==> src/inc/cbt_consts.vh <==
// Constants for the CAN bit timing and message object access block
`ifndef CBT_CONSTS_VH
`define CBT_CONSTS_VH

// ****************************************
// Register byte offsets
// ****************************************
`define CBT_OFF_PAGE 8'h00
`define CBT_OFF_CFG 8'h04
`define CBT_OFF_BTR 8'h08
`define CBT_OFF_PRESCALER_EXTENSION_FIELD 8'h0C
`define CBT_OFF_STAT 8'h10
`define CBT_OFF_IF1 8'h20
`define CBT_OFF_IF2 8'h40
`define CBT_OFF_VALID 8'h60
`define CBT_OFF_TXRQ 8'h64
`define CBT_OFF_NEWDAT 8'h68
`define CBT_OFF_INTPND 8'h6C

// ****************************************
// Interface set sub-offsets (word index)
// ****************************************
`define CBT_IF_CMD 3'h0
`define CBT_IF_ARB 3'h1
`define CBT_IF_CTRL 3'h2
`define CBT_IF_DATA_A 3'h3
`define CBT_IF_DATA_B 3'h4

// ****************************************
// Reset values and page
// ****************************************
`define CBT_CAN_PAGE 8'h0C
`define CBT_BTR_RST 16'h2300
`define CBT_PRESCALER_EXTENSION_FIELD_RST 4'h0
`define CBT_CFG_RST 2'h0

// ****************************************
// Field positions
// ****************************************
`define CBT_BTR_PRESC 5:0
`define CBT_BTR_SJW 7:6
`define CBT_BTR_TIME_SEGMENT_ONE_FIELD 11:8
`define CBT_BTR_TIME_SEGMENT_TWO_FIELD 14:12
`define CBT_CMD_OBJ 5:0
`define CBT_CMD_DIR 7
`define CBT_CMD_BUSY 15
`define CBT_ARB_VALID 31
`define CBT_CTRL_NEWDAT 15
`define CBT_CTRL_INTPND 13
`define CBT_CTRL_TXRQST 8

// ****************************************
// Bit phase and transfer states
// ****************************************
`define CBT_PH_SYNC 2'h0
`define CBT_PH_SEG1 2'h1
`define CBT_PH_SEG2 2'h2
`define CBT_XF_IDLE 1'b0
`define CBT_XF_READ 1'b1

`endif

==> src/verilog/cbt_obj_ram.v <==
// Message object memory with registered read data
`timescale 1ns/1ns
`default_nettype none

module cbt_obj_ram #(
	parameter DW = 112,
	parameter AW = 5
) (
	// Clock
	input wire clock,
	// Access port
	input wire we,
	input wire re,
	input wire [AW-1:0] addr,
	input wire [DW-1:0] wdata,
	output reg [DW-1:0] rdata
);

	reg [DW-1:0] mem [0:(1<<AW)-1];

	always @(posedge clock) begin
		if (we) begin
			mem[addr] <= wdata;
		end
		if (re) begin
			rdata <= mem[addr];
		end
	end

endmodule // cbt_obj_ram

`default_nettype wire

==> src/verilog/cbt_core.v <==
// CAN bit timing generator and register access with message objects
`timescale 1ns/1ns
`default_nettype none
`include "cbt_consts.vh"

module cbt_core #(
	parameter NOBJ = 32
) (
	// Clock and reset
	input wire clock,
	input wire resetn,
	// APB slave
	input wire psel,
	input wire penable,
	input wire pwrite,
	input wire [7:0] paddr,
	input wire [31:0] pwdata,
	output reg [31:0] prdata,
	output reg pready,
	output reg pslverr,
	// Bit timing strobes
	output reg core_tick_q,
	output reg tq_tick_q,
	output reg bit_start_q,
	output reg sample_point_q
);

	// ****************************************
	// Configuration registers and bit timing counters
	// ****************************************
	reg [7:0] page_q;
	reg [1:0] cfg_q;
	reg [15:0] btr_q;
	reg [3:0] prescaler_extension_field_q;
	reg [2:0] div_cnt_q;
	reg [9:0] tq_cnt_q;
	reg [1:0] phase_q;
	reg [3:0] seg_cnt_q;

	wire [3:0] div_ratio = 4'h1 << cfg_q;
	wire [2:0] wr_delay = div_ratio[2:0] - 3'h1;
	wire [9:0] presc_m1 = {prescaler_extension_field_q, btr_q[`CBT_BTR_PRESC]};
	wire core_fire = (div_cnt_q == wr_delay);
	wire tq_fire = core_fire && (tq_cnt_q == presc_m1);
	wire [3:0] time_segment_one_field_m1 = btr_q[`CBT_BTR_TIME_SEGMENT_ONE_FIELD];
	wire [3:0] time_segment_two_field_m1 = {1'b0, btr_q[`CBT_BTR_TIME_SEGMENT_TWO_FIELD]};

	// ****************************************
	// Bus handshake
	// ****************************************
	reg pw_busy_q;
	reg [2:0] pw_cnt_q;
	reg [7:0] pw_addr_q;
	reg [31:0] pw_data_q;
	reg [31:0] rd_d;
	reg err_d;
	wire on_page = (page_q == `CBT_CAN_PAGE);
	wire is_if = (paddr[7:5] == 3'h1) || (paddr[7:5] == 3'h2);
	wire is_hdl = (paddr[7:4] == 4'h6);
	wire wr_ok = psel && penable && pready && pwrite && !pslverr;
	wire cm_now = wr_ok && (wr_delay == 3'h0);
	wire cm_late = pw_busy_q && (pw_cnt_q == 3'h1);
	wire cm_en = cm_now || cm_late;
	wire [7:0] cm_addr = cm_now ? paddr : pw_addr_q;
	wire [31:0] cm_data = cm_now ? pwdata : pw_data_q;

	// ****************************************
	// Interface sets, handler flags, transfer engine
	// ****************************************
	reg [31:0] if_arb_q [0:1];
	reg [15:0] if_ctrl_q [0:1];
	reg [31:0] if_da_q [0:1];
	reg [31:0] if_db_q [0:1];
	reg [5:0] if_obj_q [0:1];
	reg [1:0] if_dir_q;
	reg [1:0] req_q;
	reg xf_state_q;
	reg xf_set_q;
	reg [NOBJ-1:0] valid_q;
	reg [NOBJ-1:0] txrq_q;
	reg [NOBJ-1:0] newdat_q;
	reg [NOBJ-1:0] intpnd_q;
	wire [111:0] ram_rdata;
	reg ram_we;
	reg ram_re;
	reg [4:0] ram_addr;
	reg [111:0] ram_wdata;
	reg sel_set;
	integer i;

	// Memory port driven by the transfer engine
	always @* begin
		sel_set = req_q[0] ? 1'b0 : 1'b1;
		ram_we = 1'b0;
		ram_re = 1'b0;
		ram_addr = if_obj_q[sel_set][4:0] - 5'h1;
		ram_wdata = {if_arb_q[sel_set], if_ctrl_q[sel_set], if_da_q[sel_set], if_db_q[sel_set]};
		if (xf_state_q == `CBT_XF_IDLE && req_q != 2'h0) begin
			ram_we = if_dir_q[sel_set];
			ram_re = !if_dir_q[sel_set];
		end
	end

	cbt_obj_ram #(.DW(112), .AW(5)) u_ram (
		.clock(clock),
		.we(ram_we),
		.re(ram_re),
		.addr(ram_addr),
		.wdata(ram_wdata),
		.rdata(ram_rdata)
	);

	always @(posedge clock) begin
		if (!resetn) begin
			for (i = 0; i < 2; i = i + 1) begin
				if_arb_q[i] <= 32'h00000000;
				if_ctrl_q[i] <= 16'h0000;
				if_da_q[i] <= 32'h00000000;
				if_db_q[i] <= 32'h00000000;
				if_obj_q[i] <= 6'h01;
			end
			if_dir_q <= 2'h0;
			req_q <= 2'h0;
			xf_state_q <= `CBT_XF_IDLE;
			xf_set_q <= 1'b0;
			valid_q <= {NOBJ{1'b0}};
			txrq_q <= {NOBJ{1'b0}};
			newdat_q <= {NOBJ{1'b0}};
			intpnd_q <= {NOBJ{1'b0}};
		end else begin
			if (cm_en && (cm_addr[7:5] == 3'h1 || cm_addr[7:5] == 3'h2)) begin
				case (cm_addr[4:2])
					`CBT_IF_CMD: begin
						if (cm_data[5:0] != 6'h00 && cm_data[5:0] <= NOBJ) begin
							if_obj_q[cm_addr[6]] <= cm_data[`CBT_CMD_OBJ];
							if_dir_q[cm_addr[6]] <= cm_data[`CBT_CMD_DIR];
							req_q[cm_addr[6]] <= 1'b1;
						end
					end
					`CBT_IF_ARB: if_arb_q[cm_addr[6]] <= cm_data;
					`CBT_IF_CTRL: if_ctrl_q[cm_addr[6]] <= cm_data[15:0];
					`CBT_IF_DATA_A: if_da_q[cm_addr[6]] <= cm_data;
					`CBT_IF_DATA_B: if_db_q[cm_addr[6]] <= cm_data;
					default: ;
				endcase
			end
			case (xf_state_q)
				`CBT_XF_IDLE: begin
					if (req_q != 2'h0) begin
						req_q[sel_set] <= 1'b0;
						xf_set_q <= sel_set;
						if (if_dir_q[sel_set]) begin
							valid_q[ram_addr] <= if_arb_q[sel_set][`CBT_ARB_VALID];
							txrq_q[ram_addr] <= if_ctrl_q[sel_set][`CBT_CTRL_TXRQST];
							newdat_q[ram_addr] <= if_ctrl_q[sel_set][`CBT_CTRL_NEWDAT];
							intpnd_q[ram_addr] <= if_ctrl_q[sel_set][`CBT_CTRL_INTPND];
						end else begin
							xf_state_q <= `CBT_XF_READ;
						end
					end
				end
				`CBT_XF_READ: begin
					if_arb_q[xf_set_q] <= ram_rdata[111:80];
					if_ctrl_q[xf_set_q] <= ram_rdata[79:64];
					if_da_q[xf_set_q] <= ram_rdata[63:32];
					if_db_q[xf_set_q] <= ram_rdata[31:0];
					xf_state_q <= `CBT_XF_IDLE;
				end
				default: xf_state_q <= `CBT_XF_IDLE;
			endcase
		end
	end

	// ****************************************
	// Configuration commit with divider delay
	// ****************************************
	always @(posedge clock) begin
		if (!resetn) begin
			page_q <= 8'h00;
			cfg_q <= `CBT_CFG_RST;
			btr_q <= `CBT_BTR_RST;
			prescaler_extension_field_q <= `CBT_PRESCALER_EXTENSION_FIELD_RST;
			pw_busy_q <= 1'b0;
			pw_cnt_q <= 3'h0;
			pw_addr_q <= 8'h00;
			pw_data_q <= 32'h00000000;
		end else begin
			if (wr_ok && wr_delay != 3'h0) begin
				pw_busy_q <= 1'b1;
				pw_cnt_q <= wr_delay;
				pw_addr_q <= paddr;
				pw_data_q <= pwdata;
			end else if (pw_busy_q) begin
				pw_cnt_q <= pw_cnt_q - 3'h1;
				pw_busy_q <= (pw_cnt_q != 3'h1);
			end
			if (cm_en) begin
				case (cm_addr)
					`CBT_OFF_PAGE: page_q <= cm_data[7:0];
					`CBT_OFF_CFG: cfg_q <= cm_data[1:0];
					`CBT_OFF_BTR: btr_q <= {1'b0, cm_data[14:0]};
					`CBT_OFF_PRESCALER_EXTENSION_FIELD: prescaler_extension_field_q <= cm_data[3:0];
					default: ;
				endcase
			end
		end
	end

	// ****************************************
	// Read mux and decode
	// ****************************************
	always @* begin
		rd_d = 32'h00000000;
		err_d = 1'b0;
		if (paddr[1:0] != 2'h0) begin
			err_d = 1'b1;
		end else if (paddr == `CBT_OFF_PAGE) begin
			rd_d = {24'h000000, page_q};
		end else if (!on_page) begin
			err_d = 1'b1;
		end else if (is_if) begin
			case (paddr[4:2])
				`CBT_IF_CMD: rd_d = {16'h0000, req_q[paddr[6]], 7'h00,
					if_dir_q[paddr[6]], 1'b0, if_obj_q[paddr[6]]};
				`CBT_IF_ARB: rd_d = if_arb_q[paddr[6]];
				`CBT_IF_CTRL: rd_d = {16'h0000, if_ctrl_q[paddr[6]]};
				`CBT_IF_DATA_A: rd_d = if_da_q[paddr[6]];
				`CBT_IF_DATA_B: rd_d = if_db_q[paddr[6]];
				default: err_d = 1'b1;
			endcase
		end else if (is_hdl) begin
			err_d = pwrite;
			case (paddr)
				`CBT_OFF_VALID: rd_d = valid_q;
				`CBT_OFF_TXRQ: rd_d = txrq_q;
				`CBT_OFF_NEWDAT: rd_d = newdat_q;
				`CBT_OFF_INTPND: rd_d = intpnd_q;
				default: err_d = 1'b1;
			endcase
		end else begin
			case (paddr)
				`CBT_OFF_CFG: rd_d = {30'h0, cfg_q};
				`CBT_OFF_BTR: rd_d = {16'h0000, btr_q};
				`CBT_OFF_PRESCALER_EXTENSION_FIELD: rd_d = {28'h0000000, prescaler_extension_field_q};
				`CBT_OFF_STAT: begin
					rd_d = {16'h0000, 4'h0, seg_cnt_q, 6'h00, phase_q};
					err_d = pwrite;
				end
				default: err_d = 1'b1;
			endcase
		end
	end

	always @(posedge clock) begin
		if (!resetn) begin
			prdata <= 32'h00000000;
			pready <= 1'b0;
			pslverr <= 1'b0;
		end else if (psel && penable && !pready && !(pwrite && pw_busy_q)) begin
			prdata <= pwrite ? 32'h00000000 : rd_d;
			pslverr <= err_d;
			pready <= 1'b1;
		end else begin
			pready <= 1'b0;
			pslverr <= 1'b0;
		end
	end

	// ****************************************
	// Core clock, time quantum and bit segments
	// ****************************************
	always @(posedge clock) begin
		if (!resetn) begin
			div_cnt_q <= 3'h0;
			tq_cnt_q <= 10'h000;
			phase_q <= `CBT_PH_SYNC;
			seg_cnt_q <= 4'h0;
			core_tick_q <= 1'b0;
			tq_tick_q <= 1'b0;
			bit_start_q <= 1'b0;
			sample_point_q <= 1'b0;
		end else begin
			core_tick_q <= core_fire;
			tq_tick_q <= tq_fire;
			bit_start_q <= 1'b0;
			sample_point_q <= 1'b0;
			div_cnt_q <= core_fire ? 3'h0 : div_cnt_q + 3'h1;
			if (core_fire) begin
				tq_cnt_q <= tq_fire ? 10'h000 : tq_cnt_q + 10'h001;
			end
			if (tq_fire) begin
				case (phase_q)
					`CBT_PH_SYNC: phase_q <= `CBT_PH_SEG1;
					`CBT_PH_SEG1: begin
						if (seg_cnt_q == time_segment_one_field_m1) begin
							phase_q <= `CBT_PH_SEG2;
							seg_cnt_q <= 4'h0;
							sample_point_q <= 1'b1;
						end else begin
							seg_cnt_q <= seg_cnt_q + 4'h1;
						end
					end
					`CBT_PH_SEG2: begin
						if (seg_cnt_q == time_segment_two_field_m1) begin
							phase_q <= `CBT_PH_SYNC;
							seg_cnt_q <= 4'h0;
							bit_start_q <= 1'b1;
						end else begin
							seg_cnt_q <= seg_cnt_q + 4'h1;
						end
					end
					default: phase_q <= `CBT_PH_SYNC;
				endcase
			end
		end
	end

endmodule // cbt_core

`default_nettype wire

==> config.mk <==
export PLATFORM = sky130hd
export DESIGN_NAME = cbt_core
export DESIGN_NICKNAME = d
export VERILOG_FILES = /design/src/verilog/cbt_obj_ram.v /design/src/verilog/cbt_core.v
export VERILOG_INCLUDE_DIRS = /design/src /design/src/inc
export SDC_FILE = /design/constraint.sdc
export NUM_CORES = 2
export LEC_CHECK = 0
export BUFFER_PORTS_ARGS = -buffer_cell sky130_fd_sc_hd__buf_2
export CAP_MARGIN = 20
export CORE_MARGIN = 4
export CORE_UTILIZATION = 63
export CTS_BUF_LIST = sky130_fd_sc_hd__clkbuf_16
export CTS_CLUSTER_SIZE = 8
export DETAILED_ROUTE_END_ITERATION = 7
export HOLD_SLACK_MARGIN = 0.15
export PLACE_DENSITY = 0.79
export SYNTH_ARGS = -nofsm -noshare
export SYNTH_HDL_FRONTEND = slang
export SYNTH_SLANG_ARGS = --single-unit
==> constraint.sdc <==
create_clock -name clock -period 8.1 [get_ports clock]
set_input_delay 1.62 -clock clock [delete_from_list [all_inputs] [get_ports clock]]
set_output_delay 1.62 -clock clock [all_outputs]
set_load 0.01 [all_outputs]
==> flow_summary.toml <==
[sta]
fin_setup_tns_ps = 0
rsz0062_at_grt = "no"
slew_viol_final = 0
layout_min_cycle_time_ps = 5720
relSlewSlack_pct = 11.7
hold_slack_ps = 467
finalWorstSetupSlack_ps = 2380
hold_violations = 0
worstMarginPinSlew_ps = 1300
max_freq_mhz = 175
skew_ps = 76.8
setup_viol = 0
fin_crit_sh_pct = 70.6

[floorplan]
num_io_pins = 83
core_sq_um = 257000
start_util_pct = 63.3
die_w_microns = 516
die_height_microns = 516
rows = 186
dieArea_sq_um = 266000

[critical_path]
path_class = "register to register"
critPathSlowestCell = "and2_4"
crit_arrival_ps = 6310
path_buf_inv = 3
end_kind = "register"
worstPathMaxFanout = 64
cp_data_required_time_ps = 8690
max_stage_delay_ps = 950
critPathLaunchType = "register"
crit_family = "simple AND/OR/NAND/NOR gates"
path_cells = "mux2_2, inv_8, ha_1, inv_1, nor2_1, a32o_4, and2_4, buf_4"

[yosys]
synth_edf_count = 3932
ys_warn_count = 0
ys_async_sr_fraction_pct = 0
synth.distinct_cells = 79
synth_ff_type = "edfxtp_1"
yosysSeqAreaShare_pct = 75.9
synth_fp_nets = 8110
netlist_area_sq_um = 163000
syn_area_per_cell_sq_um = 20.2
synth-seq-cells = 4196
netlist_instances = 8052

[clocking]
cts-root-buf = "clkbuf_16"
htree_levels = 6
clock_latency_ps = 980
max-clock-path-buffers = 4
cts_hold_buffers = 0
cts_resized = 0
clock_sinks = 4196
cts_tree = "built"
clk_pin_slew_worst_paths_ps = 50
post_cts_buffers = 0
numCtsBuffers = 600

[placed_design]
portBuffers = 82
dp_slack_ps = 2330
hpwlAfterDp_microns = 246000
place_area_sq_um = 167000
dp.cells = 11100
routabilityCongestion = 0.923

[global_route]
grt-ovfl-total = 0
grt_first_pass_wirelength_microns = 722000
grt_max_degree = 166
antenna_found_initial = 25
grt_pass1_vias = 94500
track_usage_pct = 38.8

[min_path]
min_path_type = "register to register"

[run_status]
status = "complete, but fails checks"
violations = "design-rule violations"

[finish]
drive_above_1_share_pct = 25.5
n_fill_cell = 13900
fin_cells = 11900
final_nets = 8425
regArea_sq_um = 123000
syn2layout_area_growth_pct = 13.1
fin_area_sq_um = 184000
multi_input_area_sq_um = 37000

[drt]
routedWlPerCell_microns = 43.2
via_per_inst = 7.87
wirelength_microns = 514000
num_vias = 93700
first_iter_violations = 19100
drc = 1
first_pass_iters = 8
postRouteAntennaNets = 0

[power]
vdd_drop_max_mv = 0.379
leakage_nw = 57.3
powerDensity_nw_per_um2 = 258

[job]
max_cap_violations = 0
==> stage by stage <==
| stage | total power (W) | utilization [%] |
|---|---|---|
| 2_1_floorplan | 0.0247 | - |
| 3_3_place_gp | 0.0250 | 65.1 |
| 3_5_place_dp | 0.0251 | 65.1 |
| 4_1_cts | 0.0474 | 71.5 |
| 5_1_grt | 0.0484 | 71.6 |
| 6_report | 0.0474 | 71.6 |
==> worst min-delay path: cells and delay by family (launching register included) <==
family / cells / cell delay [ps]
flops: 1 / 310
simple gates: 1 / 50
compound gates: 1 / 50
==> state kept, by name (all words and copies together), names as in the netlist, 3 cells and up <==
name,flops
btr_q,15
u_ram.rdata,112
newdat_q,32
u_ram.mem,3584
if_da_q,64
page_q,8
div_cnt_q,3
seg_cnt_q,4
if_obj_q,12
if_ctrl_q,32
txrq_q,32
pw_data_q,32
if_arb_q,64
prdata,32
pw_cnt_q,3
pw_addr_q,8
if_db_q,64
intpnd_q,32
prescaler_extension_field_q,4
valid_q,32
tq_cnt_q,10
==> placed cells by master (no fill, tap or decap), drive strengths merged, types with 32 or more instances in the layout <==
| master | instances |
|---|---|
| inv | 144 |
| mux4 | 935 |
| nor3 | 47 |
| nor4 | 32 |
| mux2 | 164 |
| o21ai | 158 |
| o31ai | 125 |
| mux2i | 92 |
| a31oi | 32 |
| dfxtp | 264 |
| and2 | 39 |
| buf | 288 |
| edfxtp | 3932 |
| a211oi | 145 |
| clkbuf | 607 |
| a21oi | 208 |
| nand4 | 120 |
| a222oi | 224 |
| a221oi | 45 |
| nand2 | 609 |
==> per-layer routing <==
layer | GRT usage (%) | wire length [microns]
met3 | 10.5 | 71600
met1 | 49.3 | 160000
met5 | 0 | 66
met4 | 24.4 | 41300
met2 | 60.2 | 242000
==> power by group <==
group,internal (W),total [W],switching (W)
Combinational,0.000292,0.00102,0.000729
Clock,0.0133,0.0227,0.00938
Sequential,0.0237,0.0237,0.0000383
==> synthesized netlist by cell type, drive strengths merged, types with 14 or more instances <==
cell type | count | share of area (%)
o31ai | 125 | 0.67
mux2 | 164 | 1.1
a22o | 27 | 0.15
xor2 | 16 | 0.086
and2 | 39 | 0.15
a21oi | 208 | 0.64
dfxtp | 264 | 3.3
a211oi | 145 | 0.67
mux2i | 92 | 0.57
buf | 238 | 0.78
a221oi | 45 | 0.24
a222oi | 224 | 1.4
nor4 | 32 | 0.14
nand3 | 14 | 0.043
nand4 | 120 | 0.46
o22ai | 17 | 0.065
or3 | 14 | 0.054
inv | 22 | 0.051
edfxtp | 3932 | 73
nor3 | 47 | 0.15
or4 | 14 | 0.065
mux4 | 935 | 13
clkbuf | 337 | 0.78
a31oi | 32 | 0.12
nand2 | 609 | 1.4
nor2 | 30 | 0.069
o21ai | 158 | 0.49
==> final timing paths <==
path	endpoint	slack (ps)	startpoint	cells after the start
hold reg to reg	pw_addr_q[1]	470	pw_addr_q[1]	2
hold / removal	pw_addr_q[1]	470	pw_addr_q[1]	2
setup reg to reg	u_ram.mem[4][74]	2380	req_q[0]	8
setup / recovery	u_ram.mem[4][74]	2380	req_q[0]	8
==> cell type report <==
type	instances	share of cell area, %
sequential	4196	67.1
clock inverter	150	0.665
tap	3384	2.30
multi-input combinational	3259	20.1
timing repair buffer	288	1.49
antenna	9	0.0122
clock buffer	607	8.26
inverter	22	0.0517
==> cell families (layout without fill, tap and decap cells) <==
| family | count (synthesis) | count (layout) | share of synthesized area, % |
|---|---|---|---|
| adder cells (fa/ha/maj) | 13 | 13 | 0.100 |
| flip-flops | 4196 | 4196 | 75.9 |
| other | 0 | 9 | 0 |
| AO/OA/AOI/OAI | 1050 | 1050 | 4.80 |
| multiplexers | 1191 | 1191 | 14.7 |
| buffers and inverters | 597 | 1067 | 1.61 |
| XOR/XNOR | 23 | 23 | 0.124 |
| AND/OR/NAND/NOR | 982 | 982 | 2.83 |
Power figures use the tool's default switching activity.
